--- src/include/memory_space_decode_pkg.sv ---
/*
  Constants and carrier types for the address-space decoder.
  Assumes a 100 MHz system clock and one state time of three oscillator periods.
*/
package memory_space_decode_pkg;

  localparam int unsigned CLK_MHZ = 100;
  localparam int unsigned OSC_PER_STATE = 3;
  localparam int unsigned RESET_ENTRY_STATES = 2;
  localparam int unsigned FETCH_START_STATES = 10;

  localparam logic [15:0] PERIPH_LAST = 16'h0017;
  localparam logic [15:0] REG_SPACE_LAST = 16'h00ff;
  localparam logic [15:0] STANDBY_FIRST = 16'h00f0;
  localparam logic [15:0] PORT_REBUILD_LO = 16'h1ffe;
  localparam logic [15:0] PORT_REBUILD_HI = 16'h1fff;
  localparam logic [15:0] VECTOR_FIRST = 16'h2000;
  localparam logic [15:0] VECTOR_LAST = 16'h2011;
  localparam logic [15:0] FUTURE_FIRST = 16'h2012;
  localparam logic [15:0] FUTURE_LAST = 16'h2017;
  localparam logic [15:0] CONFIG_BYTE = 16'h2018;
  localparam logic [15:0] KEY_FIRST = 16'h2020;
  localparam logic [15:0] KEY_LAST = 16'h202f;
  localparam logic [15:0] RESET_ENTRY = 16'h2080;
  localparam logic [15:0] ROM_LAST_SMALL = 16'h3fff;
  localparam logic [15:0] ROM_LAST_LARGE = 16'h5fff;
  localparam logic [15:0] TIMERS_FORCE_ADDR = 16'h000c;

  localparam logic [15:0] WORD_ONLY_LO = 16'h0004;
  localparam logic [15:0] WORD_ONLY_HI = 16'h000c;
  localparam logic [15:0] ZERO_REG = 16'h0000;

  localparam logic [7:0] ZERO_BYTE = 8'h00;
  localparam logic [3:0] CNT_ZERO = 4'h0;
  localparam logic [1:0] PHASE_LAST = 2'h2;

  typedef enum logic [2:0] {
    TGT_REGS, TGT_PERIPH, TGT_ROM, TGT_EXT, TGT_NONE
  } target_e;

  typedef struct packed {
    logic valid;
    logic write;
    logic fetch;
    logic word;
    logic [15:0] addr;
    logic [15:0] wdata;
  } mem_req_s;

  typedef struct packed {
    logic valid;
    target_e target;
    logic periph_rd;
    logic periph_wr;
    logic ram_we;
    logic bad_width;
    logic zero_read;
    logic vector;
    logic config_byte;
    logic key;
    logic port_rebuild;
  } mem_sel_s;

endpackage : memory_space_decode_pkg

--- src/rtl/memory_space_decode.sv ---
/*
  Address-space decoder, reset sequencer and standby RAM guard of the controller.
  Assumes requests and pins synchronous to i_sys_clk; i_osc_tick marks oscillator periods.
*/
`timescale 1ns/100ps
`default_nettype none

// Notes on behaviour
// [RULE1] Reads and writes decode peripheral registers separately
// [RULE2] Peripheral registers byte only, listed ones word only
// [RULE3] Zero register always reads as zero
// [RULE4] Software avoids reserved peripheral register locations
// [RULE5] Top sixteen RAM bytes survive on standby supply
// [RULE6] Fully in reset two state times after low
// [RULE7] Release reset two state times after oscillator stable
// [RULE8] First fetch at 2080H ten state times after release
// [RULE9] Reset held low at least two state times
// [RULE10] 1FFEH and 1FFFH stay ordinary external memory
// [RULE11] Nine vectors fetched from 2000H to 2011H
// [RULE12] Configuration byte 2018H, 2012H-2017H reserved
// [RULE13] Image fills reserved bytes 0FFH, 2019H holds 20H
// [RULE14] Security key occupies 2020H through 202FH
// [RULE15] Internal ROM only with ROM, select high, range
// [RULE16] Access select pin captured when reset rises
// [RULE17] No code in last three ROM locations
// [RULE18] Register addresses 00H-17H reach peripheral registers
// [RULE19] Fetches below 100H always go external
// [RULE20] One state time is three oscillator periods
module memory_space_decode
  import memory_space_decode_pkg::*;
(
  input wire logic i_sys_clk,
  input wire logic i_rst_b,
  input wire logic i_osc_tick,
  input wire logic i_reset_pin_b,
  input wire logic i_external_access_select,
  input wire logic i_has_rom,
  input wire logic i_large_rom,
  input wire mem_req_s i_req,
  output mem_sel_s o_sel,
  output logic o_in_reset,
  output logic o_fetch_start,
  output logic [15:0] o_fetch_addr,
  output logic o_ram_write_block,
  output logic o_state_tick
);

  typedef enum logic [1:0] {
    SEQ_RUN, SEQ_ENTER, SEQ_HELD, SEQ_LEAVE
  } seq_e;

  seq_e seq;
  logic [1:0] phase;
  logic [3:0] state_cnt;
  logic rom_enable;
  logic pin_q;
  logic state_tick;
  mem_sel_s next_sel;

  localparam int unsigned REGION_CNT = 4;
  localparam logic [15:0] REGION_LO [REGION_CNT] = '{
    VECTOR_FIRST, CONFIG_BYTE, KEY_FIRST, PORT_REBUILD_LO
  };
  localparam logic [15:0] REGION_HI [REGION_CNT] = '{
    VECTOR_LAST, CONFIG_BYTE, KEY_LAST, PORT_REBUILD_HI
  };
  logic [REGION_CNT-1:0] region_hit;

  // One comparator pair per special region
  for (genvar gi = 0; gi < REGION_CNT; gi++) begin : g_region
    assign region_hit[gi] = (i_req.addr >= REGION_LO[gi]) && (i_req.addr <= REGION_HI[gi]);
  end

  assign state_tick = i_osc_tick && (phase == PHASE_LAST);

  // State time from three oscillator periods
  always_ff @(posedge i_sys_clk) begin
    if (!i_rst_b) begin
      phase <= 2'h0;
      o_state_tick <= 1'b0;
    end else begin
      o_state_tick <= state_tick; // [RULE20]
      if (i_osc_tick) begin
        phase <= (phase == PHASE_LAST) ? 2'h0 : phase + 2'h1; // [RULE20]
      end
    end
  end

  // Reset entry and exit sequencing
  always_ff @(posedge i_sys_clk) begin
    if (!i_rst_b) begin
      seq <= SEQ_HELD;
      state_cnt <= CNT_ZERO;
      o_in_reset <= 1'b1;
      o_ram_write_block <= 1'b1;
      o_fetch_start <= 1'b0;
      o_fetch_addr <= RESET_ENTRY;
    end else begin
      o_fetch_start <= 1'b0;
      case (seq)
        SEQ_RUN: begin
          if (!i_reset_pin_b) begin
            seq <= SEQ_ENTER;
            state_cnt <= CNT_ZERO;
            o_ram_write_block <= 1'b1; // [RULE6]
          end
        end
        SEQ_ENTER: begin
          if (i_reset_pin_b) begin
            seq <= SEQ_LEAVE; // [RULE9]
            state_cnt <= CNT_ZERO;
            o_in_reset <= 1'b1;
          end else if (state_tick) begin
            if (state_cnt == 4'(RESET_ENTRY_STATES - 1)) begin
              seq <= SEQ_HELD;
              o_in_reset <= 1'b1; // [RULE6]
            end
            state_cnt <= state_cnt + 4'h1;
          end
        end
        SEQ_HELD: begin
          if (i_reset_pin_b) begin
            seq <= SEQ_LEAVE; // [RULE7]
            state_cnt <= CNT_ZERO;
          end
        end
        SEQ_LEAVE: begin
          if (!i_reset_pin_b) begin
            seq <= SEQ_HELD;
            state_cnt <= CNT_ZERO;
          end else if (state_tick) begin
            if (state_cnt == 4'(FETCH_START_STATES - 1)) begin
              seq <= SEQ_RUN;
              o_in_reset <= 1'b0;
              o_ram_write_block <= 1'b0;
              o_fetch_start <= 1'b1; // [RULE8]
              o_fetch_addr <= RESET_ENTRY; // [RULE8]
            end
            state_cnt <= state_cnt + 4'h1;
          end
        end
        default: begin
          seq <= SEQ_HELD;
          o_in_reset <= 1'b1;
        end
      endcase
    end
  end

  // Access select caught on the reset pin rising
  always_ff @(posedge i_sys_clk) begin
    if (!i_rst_b) begin
      pin_q <= 1'b0;
      rom_enable <= 1'b0;
    end else begin
      pin_q <= i_reset_pin_b;
      if (i_reset_pin_b && !pin_q) begin
        rom_enable <= i_external_access_select && i_has_rom; // [RULE16]
      end
    end
  end

  // Address decode
  always_comb begin
    logic [15:0] rom_last;
    logic in_rom;
    logic in_regs;
    logic in_periph;
    logic word_only;
    rom_last = i_large_rom ? ROM_LAST_LARGE : ROM_LAST_SMALL;
    in_rom = rom_enable && (i_req.addr >= VECTOR_FIRST)
      && (i_req.addr <= rom_last); // [RULE15]
    in_regs = (i_req.addr <= REG_SPACE_LAST);
    in_periph = (i_req.addr <= PERIPH_LAST); // [RULE18]
    word_only = in_periph && (i_req.addr == WORD_ONLY_LO || i_req.addr == WORD_ONLY_HI);
    next_sel = '0;
    next_sel.target = TGT_NONE;
    next_sel.valid = i_req.valid && !o_in_reset;
    if (next_sel.valid) begin
      if (i_req.fetch) begin
        next_sel.target = in_rom ? TGT_ROM : TGT_EXT; // [RULE19] [RULE15]
      end else if (in_periph && i_req.addr != ZERO_REG) begin
        next_sel.target = TGT_PERIPH;
        next_sel.periph_rd = !i_req.write; // [RULE1]
        next_sel.periph_wr = i_req.write; // [RULE1]
        next_sel.bad_width = word_only ? !i_req.word : i_req.word; // [RULE2]
        if (next_sel.bad_width) begin
          next_sel.periph_rd = 1'b0;
          next_sel.periph_wr = 1'b0;
        end
      end else if (in_regs) begin
        next_sel.target = TGT_REGS;
        next_sel.zero_read = (i_req.addr == ZERO_REG) && !i_req.write; // [RULE3]
        next_sel.ram_we = i_req.write && (i_req.addr != ZERO_REG)
          && !o_ram_write_block; // [RULE5] [RULE6]
      end else begin
        next_sel.target = in_rom ? TGT_ROM : TGT_EXT; // [RULE15]
      end
      next_sel.vector = region_hit[0]; // [RULE11]
      next_sel.config_byte = region_hit[1]; // [RULE12]
      next_sel.key = region_hit[2]; // [RULE14]
      next_sel.port_rebuild = region_hit[3]; // [RULE10]
    end
  end

  // Registered select
  always_ff @(posedge i_sys_clk) begin
    if (!i_rst_b) begin
      o_sel <= '0;
    end else begin
      o_sel <= next_sel;
    end
  end

endmodule // memory_space_decode

`default_nettype wire

--- config.mk ---
export PLATFORM = sky130hd
export DESIGN_NAME = memory_space_decode
export DESIGN_NICKNAME = d
export VERILOG_FILES = /design/src/include/memory_space_decode_pkg.sv /design/src/rtl/memory_space_decode.sv
export SDC_FILE = /design/constraint.sdc
export NUM_CORES = 1
export LEC_CHECK = 0
export ABC_AREA = 0
export BUFFER_PORTS_ARGS = -buffer_cell sky130_fd_sc_hd__buf_2
export CAP_MARGIN = 25
export CORE_ASPECT_RATIO = 1.1
export CORE_MARGIN = 4
export CORE_UTILIZATION = 50
export CTS_BUF_LIST = sky130_fd_sc_hd__clkbuf_4 sky130_fd_sc_hd__clkbuf_8
export CTS_CLUSTER_DIAMETER = 150
export DETAILED_ROUTE_END_ITERATION = 6
export PLACE_DENSITY = 0.95
export SLEW_MARGIN = 30
export SYNTH_ARGS = -nofsm -noshare
export SYNTH_HDL_FRONTEND = slang
export SYNTH_SLANG_ARGS = --single-unit
--- constraint.sdc ---
create_clock -name i_sys_clk -period 3 [get_ports i_sys_clk]
set_input_delay 0.3 -clock i_sys_clk [delete_from_list [all_inputs] [get_ports i_sys_clk]]
set_output_delay 0.3 -clock i_sys_clk [all_outputs]
set_load 0.02 [all_outputs]
==> out/metrics.cfg, run 1 <==
[status]
outcome = completed

[routing]
number_of_iterations_in_the_first_detailed_routing_pass = 4
drt_iter0_markers = 26
post_drt_via_cell_ratio = 5.38
routed_wl_um = 2960
wire_per_inst_um = 12.4
route.detailed.drc = 0
post_drt_antenna_nets = 0
dr_total_vias = 1290

[cells_and_area]
share_of_post_route_cells_with_drive_strength_above_1 = 0.266
reg_area_um2 = 541
finish.cell_count_without_fillers = 240
multiInputGateArea_um2 = 759
finish.net_count = 255
area_growth_pct = 13.6
final_core_utilization = 0.587
antenna-diode-count = 0
final_layout_fill_cell_count = 265

[synth]
adder_and_majority_cell_fraction_of_the_synthesized_area = 0.0352
synth_xor_area_frac = 0.0185
synth.yosys.seq_area_share = 0.380
ys_warn_count = 0
yosys_cell_types = 45
synth_compound_area_frac = 0.130
netlist_instances = 167
synth-edff-count = 0
top_cells_by_count_synth = 27 x sky130_fd_sc_hd__dfxtp_1, 17 x sky130_fd_sc_hd__buf_4, 14 x sky130_fd_sc_hd__nor2_1, 12 x sky130_fd_sc_hd__nor3_1, 10 x sky130_fd_sc_hd__a21oi_1
syn-mean-instance-area_um2 = 8.52
yosys.area.top_type = sky130_fd_sc_hd__dfxtp_1
main_combinational_cell_family_by_area_after_synthesis = simple AND/OR/NAND/NOR gates
syn-cell-area_mm2 = 0.00142
post_synth_and_or_nand_nor_area_fraction = 0.300
synth.top_cells.by_area = sky130_fd_sc_hd__dfxtp_1 38%, sky130_fd_sc_hd__buf_4 9.0%, sky130_fd_sc_hd__nor3_1 4.2%
post-synth-top-count-cell = sky130_fd_sc_hd__dfxtp_1
yosys_register_bits = 27
ys_async_sr_fraction = 0
post-synth-top-area-fraction = 0.380
synth.mux.area_fraction = 0.00792
yosys_most_used_dff = sky130_fd_sc_hd__dfxtp_1

[setup_path]
timing.reg2reg.worst_path_depth = 4
critPathKind = flop to flop
start_kind = flop
crit_path_max_fanout = 12
worst_setup_path_end_kind = flop
worst_ep_required_time_ns = 3.27
crit_arrival_ns = 1.70
reg2reg_slack_ns = 1.57

[power]
sw_frac_of_total = 0.279
power.total_uw = 611
total_switching_power_uw = 170
leakagePower_nw = 0.731
power.combinational.fraction = 0.135
relative_contribution_of_the_clock_network_to_total_power = 0.264
cellInternalPower_uw = 441
share_seq_of_total_power = 0.601
power-per-cell-area_mw_per_mm2 = 378
irDropWorstVdd_uv = 342

[global_route]
grt_antenna_before_repair = 0
first_global_vias = 1211
gr-usage-all-layers = 0.160
grt-ovfl-total = 0
grt_first_pass_wirelength_um = 4830
grt_start_max_net_pins = 17

[clock_tree]
cts_root_buf = sky130_fd_sc_hd__clkbuf_4
cts_made_buffers = 3
ctsHtreeMaxLevel = 1
cts_tree = yes
clk_latency_ns = 0.34
clk_transition_reported_paths_ns = 0.15
postCtsSetupRepairBufs = 0
ctsHoldBuffers = 0
tritoncts_num_sinks = 27
max-clock-path-buffers = 2
cts_repair_resize_count = 0

[timing]
post-route-min-period_ns = 1.43
timing.final.hold_violations = 0
maxClockFrequency_mhz = 699
setup-violations-final = 0
timing.max_slew.rel_slack = 0.655
worst_hold_slack_ns = 0.129
max_slew.worst_pin.slew_ns = 0.514
worst_clock_skew_ns = 0.00908
setup-tns-final_ns = 0
rsz0062_at_grt = false
period_share = 0.477
timing.final.max_slew_violations = 0

[min_path]
worstHoldPathCells = 2
hp-class = primary input to flop

[place]
placed_cells = 236
globalplace.congestion = 0.899
portBuffers = 43
post-dp-hpwl_um = 2340

[floorplanning]
core_area_mm2 = 0.00275
die-width_um = 58.9
die_height_um = 63.9
rows = 20
top_level_ports = 76
start_util = 0.517
design.die.area_mm2 = 0.00376

[run]
max_cap_viol_count = 0

[critical path: stages, from the launching register on]
cell	delay (ns)
sky130_fd_sc_hd__dfxtp_1	0.35
sky130_fd_sc_hd__and3b_1	0.47
sky130_fd_sc_hd__nand4_1	0.18
sky130_fd_sc_hd__o21ba_2	0.22
sky130_fd_sc_hd__nor3_1	0.14
[power by group through the flow]
stage	Sequential, mW	Clock, mW	Combinational (mW)
5_1_grt	0.368	0.181	0.0919
3_5_place_dp	0.375	0	0.0812
6_report	0.367	0.162	0.0824
4_1_cts	0.367	0.169	0.0815
2_1_floorplan	0.374	0	0.0625
3_3_place_gp	0.375	0	0.0792
[registers in the layout, summed over array words and instances, names as in the netlist]
name / count
o_sel: 13
o_fetch_start: 1
o_ram_write_block: 1
state_cnt: 4
pin_q: 1
o_state_tick: 1
rom_enable: 1
phase: 2
seq: 2
o_in_reset: 1
[per-layer routing]
layer  GRT usage  vias up  part of all wire
met2       0.290       44              0.51
met5           0        -                 0
met3      0.0485        4             0.091
li1            -      645                 -
met4      0.0567        0             0.014
met1       0.170      597              0.39
[through the flow]
step           area, um2  setup slack [ns]
6_report            1620              1.57
5_1_grt             1620              1.39
4_1_cts             1620              1.58
3_5_place_dp        1590              1.35
3_3_place_gp        1590              1.38
2_1_floorplan       1480              1.61
[final timing paths]
kind,start,endpoint
worst min-delay path,i_req[35],o_sel[11]
worst max-delay path,phase[0],state_cnt[3]
worst max register to register,phase[0],state_cnt[3]
worst min register to register,o_ram_write_block,o_sel[6]
[cell usage in the layout (no fill, tap or decap), types with 2 or more instances in the layout]
master                     Yosys  final
sky130_fd_sc_hd__inv_1         7      7
sky130_fd_sc_hd__clkbuf_4      0      3
sky130_fd_sc_hd__nor3_1       12     12
sky130_fd_sc_hd__dfxtp_1      27     27
sky130_fd_sc_hd__buf_2         2     43
sky130_fd_sc_hd__nor2b_1       3      3
sky130_fd_sc_hd__nand4_1       7      7
sky130_fd_sc_hd__xnor2_1       2      2
sky130_fd_sc_hd__nor2_1       14     14
sky130_fd_sc_hd__and2_1        2      2
sky130_fd_sc_hd__nor3b_1       2      2
sky130_fd_sc_hd__nand3_1       6      6
sky130_fd_sc_hd__a21oi_1      10     10
sky130_fd_sc_hd__nand2_1       9      9
sky130_fd_sc_hd__and3b_1       4      4
sky130_fd_sc_hd__ha_1          4      4
sky130_fd_sc_hd__conb_1        2     16
sky130_fd_sc_hd__o21ai_0       7      7
sky130_fd_sc_hd__nor4_1        2      2
sky130_fd_sc_hd__o31ai_1       2      2
[cells by family after synthesis]
group / count (synthesis)
compound gates: 29
fa+ha+maj: 4
buf+inv: 29
xor+xnor: 3
flops: 27
simple gates: 72
other cells: 2
mux: 1
[final cells by class]
class | instances | share of cell area
clock buffers | 3 | 0.0139
repair buffers | 43 | 0.133
multi-input cells | 125 | 0.470
flip-flops and latches | 27 | 0.334
inverters | 8 | 0.0186
well taps | 33 | 0.0255
clock inverters | 1 | 0.00464
Power figures use the tool's default switching activity.
==> run 2: changes to the inputs <==
--- a/config.mk
+++ b/config.mk
@@ -5,16 +5,16 @@
 export SDC_FILE = /design/constraint.sdc
 export NUM_CORES = 1
 export LEC_CHECK = 0
-export ABC_AREA = 0
+export ABC_AREA = 1
 export BUFFER_PORTS_ARGS = -buffer_cell sky130_fd_sc_hd__buf_2
 export CAP_MARGIN = 25
 export CORE_ASPECT_RATIO = 1.1
 export CORE_MARGIN = 4
-export CORE_UTILIZATION = 50
+export CORE_UTILIZATION = 44
 export CTS_BUF_LIST = sky130_fd_sc_hd__clkbuf_4 sky130_fd_sc_hd__clkbuf_8
 export CTS_CLUSTER_DIAMETER = 150
 export DETAILED_ROUTE_END_ITERATION = 6
-export PLACE_DENSITY = 0.95
+export PLACE_DENSITY = 0.9
 export SLEW_MARGIN = 30
 export SYNTH_ARGS = -nofsm -noshare
 export SYNTH_HDL_FRONTEND = slang
==> constraint.sdc (replaced) <==
create_clock -name i_sys_clk -period 1.3 [get_ports i_sys_clk]
set_input_delay 0.13 -clock i_sys_clk [delete_from_list [all_inputs] [get_ports i_sys_clk]]
set_output_delay 0.13 -clock i_sys_clk [all_outputs]
set_load 0.02 [all_outputs]
==> run 2 against run 1 <==
Against the previous run:
- critical path depth rose by 2
- power rose to 3.2 times the previous value
- sequential power increased to 2.5 times the previous value
- via count increased by 17%
- non-clock buffer count up 2
- critical endpoint is now o_in_reset
- clock power rose to 2.9 times the previous value
- global-route usage decreased by 1.8 points
- setup slack lost 1.5 ns
- register-to-register slack worse by 1.5 ns
- critical path type unchanged
==> out/metrics.cfg, run 2 <==
[status]
outcome = completed

[clock_tree]
max-clock-path-buffers = 2  ; unchanged
ctsHoldBuffers = 0  ; unchanged
cts_root_buf = sky130_fd_sc_hd__clkbuf_8
cts_tree = yes
cts_repair_resize_count = 0  ; unchanged
tritoncts_num_sinks = 27  ; unchanged
clk_transition_reported_paths_ns = 0.09  ; -0.06 ns
postCtsSetupRepairBufs = 0  ; unchanged
cts_made_buffers = 3  ; unchanged
ctsHtreeMaxLevel = 1  ; unchanged
clk_latency_ns = 0.27  ; -0.07 ns

[synth]
syn-cell-area_mm2 = 0.00165  ; +16%
yosys_most_used_dff = sky130_fd_sc_hd__dfxtp_1
yosys_register_bits = 27  ; unchanged
post-synth-top-area-fraction = 0.327  ; -0.0532
syn-mean-instance-area_um2 = 7.45  ; -13%
synth.yosys.seq_area_share = 0.327  ; -0.0532
netlist_instances = 222  ; +33%
post-synth-top-count-cell = sky130_fd_sc_hd__nand2_1
ys_async_sr_fraction = 0  ; unchanged
synth-edff-count = 0  ; unchanged
synth.top_cells.by_area = sky130_fd_sc_hd__dfxtp_1 33%, sky130_fd_sc_hd__nand2_1 8.6%, sky130_fd_sc_hd__buf_4 7.3%
yosys.area.top_type = sky130_fd_sc_hd__dfxtp_1
top_cells_by_count_synth = 38 x sky130_fd_sc_hd__nand2_1, 27 x sky130_fd_sc_hd__dfxtp_1, 26 x sky130_fd_sc_hd__inv_1, 25 x sky130_fd_sc_hd__nor2_1, 16 x sky130_fd_sc_hd__buf_4
ys_warn_count = 0  ; unchanged
yosys_cell_types = 35  ; -22%

[place]
post-dp-hpwl_um = 2720  ; +16%
globalplace.congestion = 0.866  ; -3.7%
portBuffers = 43  ; unchanged

[global_route]
grt_antenna_before_repair = 0  ; unchanged
grt_first_pass_wirelength_um = 5400  ; +12%
grt-ovfl-total = 0  ; unchanged
gr-usage-all-layers = 0.142  ; -0.0180
grt_start_max_net_pins = 17  ; unchanged
first_global_vias = 1409  ; +16%

[routing]
post_drt_via_cell_ratio = 4.74  ; -12%
routed_wl_um = 3180  ; +7.4%
dr_total_vias = 1507  ; +17%
wire_per_inst_um = 10.0  ; -19%
post_drt_antenna_nets = 0  ; unchanged
drt_iter0_markers = 90  ; +250%
number_of_iterations_in_the_first_detailed_routing_pass = 4  ; unchanged
route.detailed.drc = 0  ; unchanged

[setup_path]
crit_path_max_fanout = 4  ; -8
start_kind = flop
critPathKind = flop to flop
crit_end = o_in_reset
worst_setup_path_end_kind = flop
worst_ep_required_time_ns = 1.46  ; -1.81 ns
timing.rr.start = state_cnt[0]
timing.rr.end = o_in_reset
crit_arrival_ns = 1.35  ; -0.35 ns
reg2reg_slack_ns = 0.11  ; -1.46 ns
startpoint = state_cnt[0]
timing.reg2reg.worst_path_depth = 6  ; +2

[cells_and_area]
final_core_utilization = 0.530  ; -0.0576
area_growth_pct = 16.1
most-common-layout-cells = 43 x sky130_fd_sc_hd__buf_2, 38 x sky130_fd_sc_hd__nand2_1, 26 x sky130_fd_sc_hd__inv_1
mostFrequentLayoutCell = sky130_fd_sc_hd__buf_2
share_of_post_route_cells_with_drive_strength_above_1 = 0.310  ; +0.0440
largest_registers_ranked_by_flip_flop_count = o_sel x13, state_cnt x4
largest_register = o_sel
largest_reg_flops = 13  ; unchanged
finish.net_count = 316  ; +24%
antenna-diode-count = 0  ; unchanged
final_layout_fill_cell_count = 347  ; +31%

[power]
power-per-cell-area_mw_per_mm2 = 1020  ; +170%
irDropWorstVdd_uv = 558  ; +63%
leakagePower_nw = 0.939  ; +28%

[floorplanning]
core_area_mm2 = 0.00363  ; +32%
die_height_um = 72.3  ; +13%
design.die.area_mm2 = 0.00481  ; +28%
rows = 23  ; +15%
die-width_um = 66.5  ; +13%
top_level_ports = 76  ; unchanged
start_util = 0.456  ; -0.0606

[timing]
setup-tns-final_ns = 0  ; unchanged
period_share = 0.913  ; +0.436
setup-violations-final = 0  ; unchanged
timing.final.max_slew_violations = 0  ; unchanged
post-route-min-period_ns = 1.19  ; -0.244 ns
worst_clock_skew_ns = 0.00186  ; -0.00722 ns
maxClockFrequency_mhz = 843  ; +21%
rsz0062_at_grt = false
timing.final.hold_violations = 0  ; unchanged

[run]
max_cap_viol_count = 0  ; unchanged

[min_path]
hp-class = primary input to flop

==> run 2: area by class of cell <==
| class | instances | area [um2] | share of cell area |
|---|---|---|---|
| Clock buffer | 3 | 41.3 | 0.0215 |
| Clock inverter | 1 | 7.51 | 0.00391 |
| Inverter | 30 | 113 | 0.0586 |
| Multi-Input combinational cell | 162 | 922 | 0.480 |
| Sequential cell | 27 | 544 | 0.283 |
| Tap cell | 50 | 62.6 | 0.0326 |
| Timing Repair Buffer | 45 | 230 | 0.120 |
==> run 2: cells by family (layout without fill, tap and decap cells) <==
group	Yosys count	after routing	share of synthesized area
other cells	2	16	0.00454
xor+xnor	2	2	0.0106
flops	27	27	0.327
compound gates	24	24	0.0893
fa+ha+maj	4	4	0.0303
buf+inv	47	79	0.148
simple gates	116	116	0.391
==> run 2: through the flow <==
| stage | instance area, um2 | setup slack [ns] | hold slack, ns | total power [mW] | cells |
|---|---|---|---|---|---|
| after CTS | 1920 | 0.0818 | 0.0262 | 1.98 | 318 |
| final | 1920 | 0.114 | 0.0304 | 1.96 | 318 |
| after detailed placement | 1870 | 0.0383 | 0.324 | 1.50 | 314 |
| after floorplan | 1710 | 0.167 | 0.202 | 1.40 | 236 |
| after global placement | 1870 | 0.0642 | 0.321 | 1.48 | 314 |
| after global routing | 1920 | 0.00112 | 0.0446 | 2.09 | 318 |
==> run 2: worst min path at each step <==
stage / slack, ns / to / cells past startpoint / from
global placement: 0.32 / o_sel[8] / 2 / i_req[34]
floorplan: 0.20 / o_sel[8] / 1 / i_req[34]
global route: 0.04 / o_sel[8] / 2 / i_req[34]
detailed placement: 0.32 / o_sel[8] / 2 / i_req[34]
finish: 0.03 / o_sel[8] / 2 / i_req[34]
CTS: 0.03 / o_sel[8] / 2 / i_req[34]
==> run 2: metal layers <==
layer  wire length (um)  vias to the layer above  track usage
li1                   -                      774            -
met2               1620                       69        0.279
met3                335                        8       0.0310
met4                 79                        0       0.0587
met5                  0                        -            0
met1               1150                      656        0.139
==> run 2: critical path, cell delays in order (launching register included) <==
cell                      delay [ns]
sky130_fd_sc_hd__dfxtp_1        0.37
sky130_fd_sc_hd__ha_1           0.20
sky130_fd_sc_hd__nand3_1        0.10
sky130_fd_sc_hd__o21ai_2        0.19
sky130_fd_sc_hd__nand3_1        0.09
sky130_fd_sc_hd__nand2_1        0.06
sky130_fd_sc_hd__nand3_1        0.06
==> run 2: where the power goes <==
part | internal (mW) | switching, mW | total (mW)
combinational | 0.186 | 0.371 | 0.557
clock | 0.218 | 0.257 | 0.474
sequential | 0.875 | 0.0522 | 0.927
